<file path="src/rtl/remote_cmd_pkg.sv">
/*
  constants and carrier types for the remote command parser.
  assumes a 20 mhz system clock and a key decoder with a valid-tone strobe.
*/
package remote_cmd_pkg;
  localparam int unsigned CLK_HZ = 20000000;
  localparam int unsigned GAP_MS = 5000;
  localparam int unsigned GAP_CYCLES = CLK_HZ / 1000 * GAP_MS;
  localparam int unsigned PULSE_MS = 500;
  localparam int unsigned PULSE_CYCLES = CLK_HZ / 1000 * PULSE_MS;
  localparam int unsigned PASS_LEN = 3;

  // function addresses
  localparam logic [7:0] FN_TXCTL = 8'h00;
  localparam logic [7:0] FN_PORT = 8'h01;
  localparam logic [7:0] FN_RELAY = 8'h02;
  localparam logic [7:0] FN_CTCSS = 8'h03;
  localparam logic [7:0] FN_CTDLY = 8'h04;
  localparam logic [7:0] FN_MUTEDLY = 8'h05;
  localparam logic [7:0] FN_CALLINT = 8'h06;
  localparam logic [7:0] FN_TIMEOUT = 8'h07;
  localparam logic [7:0] FN_TAIL = 8'h08;
  localparam logic [7:0] FN_MSGINT = 8'h09;
  localparam logic [7:0] FN_POSTTAIL = 8'h0a;
  localparam logic [7:0] FN_SPEED = 8'h0b;
  localparam logic [7:0] FN_CALLSIGN = 8'h0c;
  localparam logic [7:0] FN_MESSAGE = 8'h0d;
  localparam logic [7:0] FN_CLRPERM = 8'h0e;
  localparam logic [7:0] FN_FREQ = 8'h10;
  localparam logic [7:0] FN_VMAIN = 8'h11;
  localparam logic [7:0] FN_VLINK = 8'h12;

  localparam logic [7:0] STR_END = 8'hff;
  localparam logic [3:0] DIG_STAR = 4'he;

  // data limits
  localparam logic [7:0] MAX_MINS = 8'h4b;
  localparam logic [7:0] MAX_TAIL = 8'h96;
  localparam logic [7:0] MAX_SPEED = 8'h13;
  localparam logic [7:0] MIN_FREQ = 8'h05;
  localparam logic [7:0] MAX_FREQ = 8'h7f;
  localparam logic [7:0] MIN_VOLT = 8'h72;
  localparam logic [7:0] MAX_VOLT = 8'h8c;

  // reset values
  localparam logic [7:0] RST_CTDLY = 8'h0a;
  localparam logic [7:0] RST_MUTEDLY = 8'h00;
  localparam logic [7:0] RST_CALLINT = 8'h0a;
  localparam logic [7:0] RST_TIMEOUT = 8'h03;
  localparam logic [7:0] RST_TAIL = 8'h0a;
  localparam logic [7:0] RST_MSGINT = 8'h1d;
  localparam logic [7:0] RST_POSTTAIL = 8'h0f;
  localparam logic [7:0] RST_SPEED = 8'h04;
  localparam logic [7:0] RST_FREQ = 8'h76;
  localparam logic [7:0] RST_VMAIN = 8'h73;
  localparam logic [7:0] RST_VLINK = 8'h77;
  localparam logic [7:0] RST_OPT = 8'h00;

  typedef struct packed {
    logic gateway;
    logic [1:0] id_mode;
    logic burst_access;
    logic ext_tail;
    logic sec_port_en;
    logic no_callsign;
  } port_opts_t;

  typedef struct packed {
    logic relay_main;
    logic relay_link;
    logic no_roger;
    logic ext_rx_nomute;
    logic sec_rx_mute;
    logic volt_telemetry;
  } relay_opts_t;

  typedef struct packed {
    logic link_needs_tone;
    logic any_needs_tone;
    logic gate_needs_tone;
    logic hour_timeout;
    logic ext_mode;
    logic tone_or_mute;
  } tone_opts_t;

  typedef struct packed {
    logic [7:0] ctcss_delay;
    logic [7:0] mute_delay;
    logic [7:0] call_interval;
    logic [7:0] timeout_mins;
    logic [7:0] tail_tenths;
    logic [7:0] msg_interval;
    logic [7:0] post_tail;
    logic [7:0] morse_speed;
    logic [7:0] morse_freq;
    logic [7:0] volt_main;
    logic [7:0] volt_link;
  } timers_t;
endpackage

</file>
<file path="src/rtl/dtmf_remote_command_parser.sv">
/*
  remote command parser: key codes in, configuration state and ok request out.
  assumes the key decoder pins and carrier input are asynchronous; the stored
  settings are held in flops here and retained by the system around them.
*/
module dtmf_remote_command_parser
  import remote_cmd_pkg::*;
#(
  parameter int unsigned GAP_LIMIT = GAP_CYCLES,
  parameter int unsigned PULSE_LEN = PULSE_CYCLES,
  parameter logic [11:0] PASSWORD = 12'h987
) (
  // clock and reset
  input wire logic i_clk,
  input wire logic i_resetn,
  // key decoder
  input wire logic [3:0] i_key_code,
  input wire logic i_key_valid,
  // receiver carrier
  input wire logic i_carrier,
  // ok handshake with the morse sender
  input wire logic i_ok_done,
  output logic o_ok_req,
  // function 00 state
  output logic o_main_tx_inhibit,
  output logic o_link_tx_inhibit,
  output logic o_timeout_disable,
  output logic o_roger_suppress,
  output logic o_extra_tail_beeps,
  output logic o_sec_port_pulse,
  // stored options
  output port_opts_t o_port_opts,
  output logic o_sec_tail_callsign,
  output relay_opts_t o_relay_opts,
  output tone_opts_t o_tone_opts,
  output timers_t o_timers,
  // callsign and message string bytes
  output logic [7:0] o_str_byte,
  output logic o_str_callsign,
  output logic o_str_valid,
  output logic o_str_end
);

  typedef enum {
    S_IDLE, S_PASS, S_FN_HI, S_FN_LO, S_DAT_HI, S_DAT_LO
  } parse_state_t;

  parse_state_t state_ff;
  logic [3:0] code_s1_ff, code_s2_ff;
  logic [2:0] valid_sync_ff;
  logic [1:0] car_sync_ff;
  logic [1:0] pass_idx_ff;
  logic [3:0] hi_ff;
  logic [7:0] fn_ff;
  logic [31:0] gap_ff;
  logic [31:0] pulse_ff;
  logic pending_ff;
  logic [7:0] port_raw_ff, relay_raw_ff, tone_raw_ff;
  logic [2:0] f00_ff;
  logic [7:0] str_byte_ff;
  logic str_valid_ff, str_end_ff, str_call_ff;
  logic [3:0] digit;
  logic strobe;
  logic [7:0] byte_val;
  logic range_ok;
  logic accept;
  logic carrier;

  // synchronise the decoder pins; code is stable while the strobe is high
  always_ff @(posedge i_clk or negedge i_resetn) begin
    if (!i_resetn) begin
      code_s1_ff <= 4'h0;
      code_s2_ff <= 4'h0;
      valid_sync_ff <= 3'h0;
      car_sync_ff <= 2'h0;
    end else begin
      code_s1_ff <= i_key_code;
      code_s2_ff <= code_s1_ff;
      valid_sync_ff <= {valid_sync_ff[1:0], i_key_valid};
      car_sync_ff <= {car_sync_ff[0], i_carrier};
    end
  end

  // rising edge of the synced strobe: a held key yields one digit only
  assign strobe = valid_sync_ff[1] & ~valid_sync_ff[2];
  assign carrier = car_sync_ff[1];

  // decoder code to key value; star arrives as b and hash as c
  always_comb begin
    case (code_s2_ff)
      4'ha: digit = 4'h0;
      4'hd: digit = 4'ha;
      4'he: digit = 4'hb;
      4'hf: digit = 4'hc;
      4'h0: digit = 4'hd;
      4'hb: digit = 4'he;
      4'hc: digit = 4'hf;
      default: digit = code_s2_ff;
    endcase
  end

  // the high nibble is always the earlier digit
  assign byte_val = {hi_ff, digit};

  // per-function data limits; an unknown address never accepts
  always_comb begin
    case (fn_ff)
      FN_TXCTL: range_ok = (byte_val <= 8'h04);
      FN_PORT, FN_RELAY, FN_CTCSS: range_ok = (byte_val <= 8'h7f);
      FN_CTDLY, FN_CALLINT, FN_TIMEOUT, FN_MSGINT: range_ok = (byte_val <= MAX_MINS);
      FN_MUTEDLY: range_ok = 1'b1;
      FN_TAIL: range_ok = (byte_val <= MAX_TAIL);
      FN_POSTTAIL, FN_SPEED: range_ok = (byte_val <= MAX_SPEED);
      FN_FREQ: range_ok = (byte_val >= MIN_FREQ) && (byte_val <= MAX_FREQ);
      FN_VMAIN, FN_VLINK: range_ok = (byte_val >= MIN_VOLT) && (byte_val <= MAX_VOLT);
      FN_CALLSIGN, FN_MESSAGE: range_ok = 1'b1;
      default: range_ok = 1'b0;
    endcase
  end

  // a complete, in-range data pair on a plain function
  assign accept = strobe && (state_ff == S_DAT_LO) && range_ok &&
                  (fn_ff != FN_CALLSIGN) && (fn_ff != FN_MESSAGE) &&
                  (fn_ff != FN_CLRPERM);

  // the password is a build-time constant, never written over the link
  always_ff @(posedge i_clk or negedge i_resetn) begin
    if (!i_resetn) begin
      state_ff <= S_IDLE;
      pass_idx_ff <= 2'h0;
      hi_ff <= 4'h0;
      fn_ff <= 8'h00;
    end else if (state_ff != S_IDLE && !strobe && gap_ff >= GAP_LIMIT) begin
      state_ff <= S_IDLE;
    end else if (strobe) begin
      case (state_ff)
        S_IDLE: begin
          if (digit == DIG_STAR) begin
            state_ff <= S_PASS;
            pass_idx_ff <= 2'h0;
          end
        end
        S_PASS: begin
          if (digit != PASSWORD[4'(11 - 4 * pass_idx_ff) -: 4]) begin
            state_ff <= S_IDLE;
          end else if (pass_idx_ff == 2'(PASS_LEN - 1)) begin
            state_ff <= S_FN_HI;
          end else begin
            pass_idx_ff <= pass_idx_ff + 2'h1;
          end
        end
        S_FN_HI: begin
          hi_ff <= digit;
          state_ff <= S_FN_LO;
        end
        S_FN_LO: begin
          fn_ff <= byte_val;
          state_ff <= S_DAT_HI;
        end
        S_DAT_HI: begin
          hi_ff <= digit;
          if (digit == DIG_STAR && fn_ff == FN_TXCTL) begin
            state_ff <= S_IDLE;
          end else begin
            state_ff <= S_DAT_LO;
          end
        end
        S_DAT_LO: begin
          if ((fn_ff == FN_CALLSIGN || fn_ff == FN_MESSAGE) && byte_val != STR_END) begin
            state_ff <= S_DAT_HI;
          end else begin
            state_ff <= S_IDLE;
          end
        end
        default: state_ff <= S_IDLE;
      endcase
    end
  end

  always_ff @(posedge i_clk or negedge i_resetn) begin
    if (!i_resetn) begin
      gap_ff <= 32'h0;
    end else if (strobe || state_ff == S_IDLE) begin
      gap_ff <= 32'h0;
    end else if (gap_ff < GAP_LIMIT) begin
      // saturates so a long silence cannot wrap back under the limit
      gap_ff <= gap_ff + 32'h1;
    end
  end

  // function 00: bit0 main+link, bit1 link, bit2 timer; volatile by reset
  always_ff @(posedge i_clk or negedge i_resetn) begin
    if (!i_resetn) begin
      f00_ff <= 3'h0;
    end else if (strobe && state_ff == S_DAT_HI && digit == DIG_STAR &&
                 fn_ff == FN_TXCTL) begin
      f00_ff <= 3'h0;
    end else if (strobe && state_ff == S_DAT_LO && fn_ff == FN_CLRPERM &&
                 hi_ff == 4'h0 && digit == DIG_STAR) begin
      f00_ff <= 3'h0;
    end else if (accept && fn_ff == FN_TXCTL) begin
      case (byte_val[2:0])
        3'h0: f00_ff <= 3'h0;
        3'h1: f00_ff[0] <= 1'b1;
        3'h2: f00_ff[1] <= 1'b1;
        3'h3: f00_ff[2] <= 1'b1;
        default: f00_ff <= f00_ff;
      endcase
    end
  end

  always_ff @(posedge i_clk or negedge i_resetn) begin
    if (!i_resetn) begin
      pulse_ff <= 32'h0;
    end else if (accept && fn_ff == FN_TXCTL && byte_val == 8'h04) begin
      // a repeated 00/04 restarts the full pulse
      pulse_ff <= PULSE_LEN;
    end else if (pulse_ff != 32'h0) begin
      pulse_ff <= pulse_ff - 32'h1;
    end
  end

  // option bytes: whole byte replaced on each write
  always_ff @(posedge i_clk or negedge i_resetn) begin
    if (!i_resetn) begin
      port_raw_ff <= RST_OPT;
      relay_raw_ff <= RST_OPT;
      tone_raw_ff <= RST_OPT;
    end else if (accept) begin
      if (fn_ff == FN_PORT) port_raw_ff <= byte_val;
      if (fn_ff == FN_RELAY) relay_raw_ff <= byte_val;
      if (fn_ff == FN_CTCSS) tone_raw_ff <= byte_val;
    end
  end

  always_ff @(posedge i_clk or negedge i_resetn) begin
    if (!i_resetn) begin
      o_timers <= '{RST_CTDLY, RST_MUTEDLY, RST_CALLINT, RST_TIMEOUT, RST_TAIL,
                    RST_MSGINT, RST_POSTTAIL, RST_SPEED, RST_FREQ, RST_VMAIN,
                    RST_VLINK};
    end else if (accept) begin
      // only an in-range accept writes, so a refused value keeps the old one
      case (fn_ff)
        FN_CTDLY: o_timers.ctcss_delay <= byte_val;
        FN_MUTEDLY: o_timers.mute_delay <= byte_val;
        FN_CALLINT: o_timers.call_interval <= byte_val;
        FN_TIMEOUT: o_timers.timeout_mins <= byte_val;
        FN_TAIL: o_timers.tail_tenths <= byte_val;
        FN_MSGINT: o_timers.msg_interval <= byte_val;
        FN_POSTTAIL: o_timers.post_tail <= byte_val;
        FN_SPEED: o_timers.morse_speed <= byte_val;
        FN_FREQ: o_timers.morse_freq <= byte_val;
        FN_VMAIN: o_timers.volt_main <= byte_val;
        FN_VLINK: o_timers.volt_link <= byte_val;
        default: o_timers <= o_timers;
      endcase
    end
  end

  // string bytes, ff included as the terminator
  always_ff @(posedge i_clk or negedge i_resetn) begin
    if (!i_resetn) begin
      str_byte_ff <= 8'h00;
      str_valid_ff <= 1'b0;
      str_end_ff <= 1'b0;
      str_call_ff <= 1'b0;
    end else begin
      // valid and end are one-cycle strobes; the byte and kind hold
      str_valid_ff <= 1'b0;
      str_end_ff <= 1'b0;
      if (strobe && state_ff == S_DAT_LO && (fn_ff == FN_CALLSIGN || fn_ff == FN_MESSAGE)) begin
        str_byte_ff <= byte_val;
        str_valid_ff <= 1'b1;
        str_end_ff <= (byte_val == STR_END);
        str_call_ff <= (fn_ff == FN_CALLSIGN);
      end
    end
  end

  // ok waits for the carrier to drop; the morse sender acknowledges
  always_ff @(posedge i_clk or negedge i_resetn) begin
    if (!i_resetn) begin
      pending_ff <= 1'b0;
    end else if (accept || (str_end_ff && str_valid_ff) ||
                 (strobe && state_ff == S_DAT_HI && digit == DIG_STAR && fn_ff == FN_TXCTL) ||
                 (strobe && state_ff == S_DAT_LO && fn_ff == FN_CLRPERM &&
                  hi_ff == 4'h0 && digit == DIG_STAR)) begin
      pending_ff <= 1'b1;
    end else if (i_ok_done && !carrier) begin
      pending_ff <= 1'b0;
    end
  end

  assign o_ok_req = pending_ff && !carrier;

  assign o_main_tx_inhibit = f00_ff[0];
  assign o_link_tx_inhibit = f00_ff[0] | f00_ff[1];
  assign o_timeout_disable = f00_ff[2];
  assign o_roger_suppress = f00_ff[1] | relay_raw_ff[2];
  assign o_extra_tail_beeps = f00_ff[2];
  assign o_sec_port_pulse = (pulse_ff != 32'h0);

  assign o_port_opts = '{port_raw_ff[0], port_raw_ff[2:1], port_raw_ff[3],
                         port_raw_ff[4], port_raw_ff[5], port_raw_ff[6]};
  assign o_sec_tail_callsign = port_raw_ff[0];
  assign o_relay_opts = '{relay_raw_ff[0], relay_raw_ff[1], relay_raw_ff[2],
                          relay_raw_ff[3], relay_raw_ff[4], relay_raw_ff[5]};
  assign o_tone_opts = '{tone_raw_ff[0], tone_raw_ff[1], tone_raw_ff[2],
                         tone_raw_ff[3], tone_raw_ff[4], tone_raw_ff[5]};

  assign o_str_byte = str_byte_ff;
  assign o_str_valid = str_valid_ff;
  assign o_str_end = str_end_ff;
  assign o_str_callsign = str_call_ff;

endmodule // dtmf_remote_command_parser

</file>
<file path="config.mk">
export PLATFORM = sky130hd
export DESIGN_NAME = dtmf_remote_command_parser
export DESIGN_NICKNAME = d
export VERILOG_FILES = /design/src/rtl/remote_cmd_pkg.sv /design/src/rtl/dtmf_remote_command_parser.sv
export SDC_FILE = /design/constraint.sdc
export NUM_CORES = 1
export LEC_CHECK = 0
export ABC_AREA = 1
export BUFFER_PORTS_ARGS = -buffer_cell sky130_fd_sc_hd__buf_4
export CAP_MARGIN = 0
export CORE_AREA = 2 2 176 178
export CTS_CLUSTER_DIAMETER = 40
export DETAILED_ROUTE_END_ITERATION = 10
export DIE_AREA = 0 0 178 180
export SKIP_CTS_REPAIR_TIMING = 1
export SLEW_MARGIN = 10
export SYNTH_ARGS = -nofsm -noshare
export SYNTH_HDL_FRONTEND = slang
export SYNTH_SLANG_ARGS = --single-unit
export TNS_END_PERCENT = 10
</file>
<file path="constraint.sdc">
create_clock -name i_clk -period 6.81 [get_ports i_clk]
set_clock_uncertainty 0.05 [all_clocks]
set_input_delay 0.681 -clock i_clk [delete_from_list [all_inputs] [get_ports i_clk]]
set_output_delay 0.681 -clock i_clk [all_outputs]
set_load 0.01 [all_outputs]
</file>
==> results of run 1 <==
routing by layer:
layer / part of all wire / wire length, um / up-vias
li1: - / - / 4358
met1: 0.47 / 12800 / 4064
met2: 0.46 / 12800 / 215
met3: 0.053 / 1460 / 44
met4: 0.018 / 504 / 0
met5: 0 / 0 / -
state kept, by name, summed over array words and instances (netlist names), 2 cells and up:
signal	count
relay_raw_ff	6
pulse_ff	32
state_ff	3
tone_raw_ff	6
f00_ff	3
hi_ff	4
fn_ff	8
code_s1_ff	4
o_timers	88
code_s2_ff	4
o_str_byte	8
gap_ff	32
valid_sync_ff	3
car_sync_ff	2
port_raw_ff	7
pass_idx_ff	2
placed cells by master (no fill, tap or decap), types with 9 or more instances in the layout:
| cell type | instances |
|---|---|
| inv_1 | 191 |
| dfstp_2 | 33 |
| nand4_1 | 23 |
| nor2_1 | 107 |
| clkbuf_16 | 40 |
| o21ai_1 | 50 |
| inv_2 | 9 |
| a21oi_1 | 26 |
| nor4_1 | 12 |
| nand2_1 | 307 |
| clkinvlp_4 | 9 |
| xor2_1 | 23 |
| o21ai_2 | 13 |
| nor3_1 | 40 |
| buf_4 | 135 |
| dfrtp_1 | 183 |
| o31ai_1 | 11 |
| nand2_2 | 12 |
| o21ai_0 | 69 |
| nand3_1 | 71 |
kinds of logic (layout without fill, tap and decap cells):
group	count (synthesis)	after routing	share of synthesized area
flip-flops	216	216	0.522
adder cells (fa/ha/maj)	4	4	0.00480
buffers and inverters	239	413	0.0934
AO/OA/AOI/OAI	182	182	0.0979
AND/OR/NAND/NOR	604	604	0.258
XOR/XNOR	28	28	0.0235
power groups by stage:
stage	clock (mW)	combinational [mW]	sequential (mW)
2_1_floorplan	0	0.607	1.53
3_3_place_gp	0	0.779	1.58
3_5_place_dp	0	0.794	1.58
4_1_cts	2.10	0.798	1.56
5_1_grt	2.17	0.914	1.59
6_report	2.06	0.793	1.57
worst max-delay path, delay by kind of cell (launching register included):
| family | cells | cell delay [ps] |
|---|---|---|
| and+or+nand+nor | 7 | 2020 |
| AOI/OAI and AO/OA | 1 | 370 |
| buffers and inverters | 2 | 640 |
| DFF | 1 | 440 |
layout make-up:
cell class	instances	area, um^2
Clock buffer	47	1060
Clock inverter	25	357
Fill cell	2964	17000
Inverter	205	774
Multi-Input combinational cell	818	4010
Sequential cell	216	5450
Tap cell	396	495
Timing Repair Buffer	136	1030
metrics by stage:
stage          hold WS (ps)  setup slack [ps]  area, um^2  total power [mW]  cells
4_1_cts                79.1              3180       13200              4.47   1843
5_1_grt                87.3              2670       13200              4.67   1843
2_1_floorplan           281              4540       10400              2.14   1273
3_3_place_gp            286              3250       11800              2.36   1771
3_5_place_dp            293              3200       11800              2.38   1771
6_report               69.6              3170       13200              4.42   1843
final timing paths:
path	cells past startpoint	startpoint	to	slack, ps
min in group i_clk	1	i_key_code[3]	code_s1_ff[3]	220
worst max-delay path	10	code_s2_ff[1]	pulse_ff[4]	3170
max in group asynchronous	2	i_resetn	o_timers[78]	5230
worst min-delay path	1	i_resetn	o_timers[87]	70
worst min register to register	0	valid_sync_ff[0]	valid_sync_ff[1]	300
worst max register to register	10	code_s2_ff[1]	pulse_ff[4]	3170
==> summary.md, run 1 <==
| Metric | Value |
|---|---|
| Status | `completed` |
| Die Y | `180 um` |
| Post-layout min period | `3640 ps` |
| RSZ-0062 raised after global routing | `false` |
| Max-slew headroom | `0.245` |
| Cell area after synthesis | `10400 um^2` |
| Gate power share | `0.179` |
| Clock sink count | `216` |
| Avg Cell Area, Syn | `8.20 um^2` |
| Clock Root Buffer | `clkbuf_16` |
| Startpoint Class | `flip-flop` |
| Vias post-DR | `8681` |
| Largest net degree at the start of global routing | `80` |
| Routed Antenna Nets | `0` |
| Internal Power | `3.04 mW` |
| Antenna Cells | `0` |
| # DRC | `0` |
| Vias in the first global route | `8508` |
| Hold Path Class | `in -> async` |
| CTS tree | `built` |
| Global routing's busiest layer | `met2` |
| CTS Buffer Depth | `3` |
| Async set-reset flop share out of synthesis | `1.00` |
| Slew Limit Fails | `0` |
| Iter 0 DRT Violations | `596` |
| Seq/Total Area, Yosys | `0.522` |
| Top area cells in the synthesized netlist | `dfrtp_1 (44%), nand2_1 (11%), dfstp_2 (8.3%)` |
| Net switching power | `1.38 mW` |
| Worst-path clk slew | `50 ps` |
| Leak Pwr | `6.74 nW` |
| Slowest Stage Delay on Critical Path | `910 ps` |
| Slowest CP cell | `nand4_1` |
| Cell count after synthesis | `1273` |
| Crit path cell chain | `nor2_1 > nand2_1 > nand2_1 > nor2_1 > nand2_2 > clkinv_1 > nor3_1 > nand4_1 > o211ai_1 > inv_1` |
| GRT Overall Usage | `0.175` |
| Reg power frac | `0.354` |
| Share of the synthesized area in the top cell type | `0.439` |
| Met3 GRT Util | `0.0300` |
| Setup TNS | `0 ps` |
| Worst Path Class, Setup | `reg -> reg` |
| Initial Utilization | `0.346` |
| FF+latch count, synth | `216` |
| Share of layout cells above drive strength 1 | `0.207` |
| Slew at the pin closest to its max-slew limit | `1130 ps` |
| WL/cell | `14.9 um` |
| Most frequent cells after synthesis | `nand2_1 (307), inv_1 (191), dfrtp_1 (183), nor2_1 (107), nand3_1 (71)` |
| Worst-path fanout max | `23` |
| Wirelength, routed | `27.5 mm` |
| EDFF count, synth | `0` |
| Final period util | `0.535` |
| Total CTS buffers | `39` |
| Post-synth top area cell | `dfrtp_1` |
| Row cnt | `64` |
| Final HPWL DP | `19.4 mm` |
| Yosys warning count | `0` |
| CP Capture Type | `flip-flop` |
| Synth Flop Type | `dfrtp_1` |
| H-tree Lvls | `2` |
| GP Congestion | `0.910` |
| Num ports | `135` |
| Setup violations, final | `0` |
| Antenna violations before repair | `1` |
| Die Width | `178 um` |
| Area growth, synth to finish | `26.2%` |
| Via-per-instance ratio | `4.71` |
| Die Footprint | `32000 um^2` |
| Met2 Resource Use GR | `0.279` |
| Clk pwr share | `0.467` |
| PwrDens | `336 nW/um^2` |
| CP arrival | `3990 ps` |
| Clk_lat worst skew | `520 ps` |
| Switching share of power | `0.313` |
| PortBufs | `134` |
| First-pass GRT wire length | `45.1 mm` |
| Global-route track usage on met1 | `0.245` |
| Util after Layout | `0.436` |
| GRT Residual Overflow | `0` |
| Count leader, synth | `nand2_1` |
| Worst EP required | `7160 ps` |
| Core box area | `30200 um^2` |
| Worst vdd ir | `0.197 mV` |
| 1st-pass router iterations | `6` |
| Synth Net Count | `1286` |
| Distinct cell type count after synthesis | `47` |
| Max cap viols | `0` |
| FMAX | `274 MHz` |
| Nets | `1429` |
| Final Hold Vio Count | `0` |
Power figures use the tool's default switching activity.
==> run 2, diff against run 1 <==
==> constraint.sdc (replaced) <==
create_clock -name i_clk -period 3.2 [get_ports i_clk]
set_clock_uncertainty 0.05 [all_clocks]
set_input_delay 0.32 -clock i_clk [delete_from_list [all_inputs] [get_ports i_clk]]
set_output_delay 0.32 -clock i_clk [all_outputs]
set_load 0.01 [all_outputs]
==> summary.md, run 2 (synthesized netlist as in run 1, its figures left out) <==
| Metric | Value |
|---|---|
| Status | `completed` |
| Wirelength, routed | `28.6 mm` |
| Vias post-DR | `8820` |
| Slew Limit Fails | `0` |
| Clock sink count | `216` |
| Nets | `1456` |
| CTS tree | `built` |
| CP Capture Type | `flip-flop` |
| Hold Path Class | `in -> reg` |
| Slowest CP cell | `dfrtp_1` |
| # DRC | `0` |
| Initial Utilization | `0.346` |
| Top cell by count, worst path | `nand2_1` |
| FMAX | `353 MHz` |
| Top Family by Delay on Critical Path | `simple AND/OR/NAND/NOR gates` |
| Antenna violations before repair | `1` |
| Worst EP required | `3530 ps` |
| RSZ-0062 raised after global routing | `false` |
| Final period util | `0.885` |
| Pre-CTS WS | `354 ps` |
| Antenna Cells | `0` |
| Number of flip-flops in the largest register | `88` |
| Core box area | `30200 um^2` |
| Clk_lat worst skew | `520 ps` |
| Die Y | `180 um` |
| Critical path buffer and inverter count | `4` |
| Vias in the first global route | `8758` |
| H-tree Lvls | `2` |
| Final Hold Vio Count | `0` |
| Slowest Stage Delay on Critical Path | `490 ps` |
| Final HPWL DP | `20.3 mm` |
| Row cnt | `64` |
| Most common cell after layout, fill and taps aside | `nand2_1` |
| R2R setup slack | `370 ps` |
| Largest regs | `o_timers: 88 flops, gap_ff: 32 flops, pulse_ff: 32 flops` |
| Util after Layout | `0.443` |
| Setup TNS | `0 ps` |
| Design Power | `9.42 mW` |
| Die Width | `178 um` |
| 1st-pass router iterations | `5` |
| Iter 0 DRT Violations | `601` |
| Worst setup slack after layout | `369 ps` |
| Largest net degree at the start of global routing | `83` |
| Worst vdd ir | `0.387 mV` |
| GRT Overall Usage | `0.183` |
| GP Congestion | `0.920` |
| CP arrival | `3160 ps` |
| WL/cell | `15.3 um` |
| Slew at the pin closest to its max-slew limit | `666 ps` |
| Share of layout cells above drive strength 1 | `0.216` |
| Top reg by flops | `o_timers` |
| First-pass GRT wire length | `46.8 mm` |
| Crit path cell chain | `nand2_2 > nand3_1 > nand2_4 > inv_4 > nand2_2 > nand2_1 > nand2_1 > nand2_1 > nand3_1 > nand2_1 > inv_1 > nand2_4 > nand2_2 > inv_2 > nand3_1 > o21ai_0 > inv_1` |
| Die Footprint | `32000 um^2` |
| Worst-path fanout max | `18` |
| GRT Residual Overflow | `0` |
| Worst-path clk slew | `50 ps` |
| Num ports | `135` |
| Total CTS buffers | `38` |
| Max cap viols | `0` |
| Clock Root Buffer | `clkbuf_16` |
| Commonest non-fill, non-tap cells in the layout | `nand2_1 (307), inv_1 (191), dfrtp_1 (183)` |
| Leak Pwr | `6.89 nW` |
| Max-slew headroom | `0.552` |
| PwrDens | `704 nW/um^2` |
| Area growth, synth to finish | `28.2%` |
| PortBufs | `134` |
| Setup violations, final | `0` |
| CTS Buffer Depth | `3` |
| Routed Antenna Nets | `0` |
| Startpoint Class | `flip-flop` |
| Post-layout min period | `2830 ps` |
| WHS | `252 ps` |
| Worst Path Class, Setup | `reg -> reg` |
| Via-per-instance ratio | `4.72` |
[run 2: cell types whose count changed in the layout (fill, tap and decap cells not counted), sizes merged, moves of 3 or more]
| cell | change |
|---|---|
| inv | +7 |
| clkinvlp | -9 |
| dlygate4sd3 | +7 |
| buf | +21 |
| clkbuf | -3 |
| clkinv | +4 |
[run 2: area by class of cell]
class | instances | area, um^2
Fill cell | 2951 | 16800
Sequential cell | 216 | 5450
Multi-Input combinational cell | 818 | 4020
Tap cell | 396 | 495
Clock buffer | 44 | 993
Clock inverter | 26 | 369
Timing Repair Buffer | 164 | 1280
Inverter | 205 | 774
[run 2: worst paths after layout]
path                                       start                to  cells after the start
max in group asynchronous               i_resetn      o_timers[40]                      3
worst max register to register     code_s2_ff[2]   relay_raw_ff[0]                     17
min in group asynchronous               i_resetn     code_s2_ff[3]                      2
worst min register to register  valid_sync_ff[0]  valid_sync_ff[1]                      0
worst max-delay path               code_s2_ff[2]   relay_raw_ff[0]                     17
worst min-delay path                   i_ok_done        pending_ff                      4
[run 2: worst min-delay path, stage by stage]
cell and delay (ps):
buf_4 110, inv_1 50, o21ai_0 160, nand4_1 140
[run 2: layer usage]
metal  wire length [um]  vias to the layer above  track usage
met5                  0                        -            0
met4                826                        0       0.0620
met3               1690                       57       0.0404
met2              13200                      240        0.292
met1              12900                     4115        0.246
li1                   -                     4408            -
[run 2: power breakdown]
group	switching (mW)	internal, mW
registers	0.323	3.01
logic	1.21	0.594
clock network	1.50	2.78
[run 2: per-stage QoR]
stage / cell area [um^2] / cells
after detailed placement: 11900 / 1792
after floorplan: 10400 / 1273
after global routing: 13400 / 1869
after global placement: 11900 / 1792
after CTS: 13300 / 1862
final: 13400 / 1869
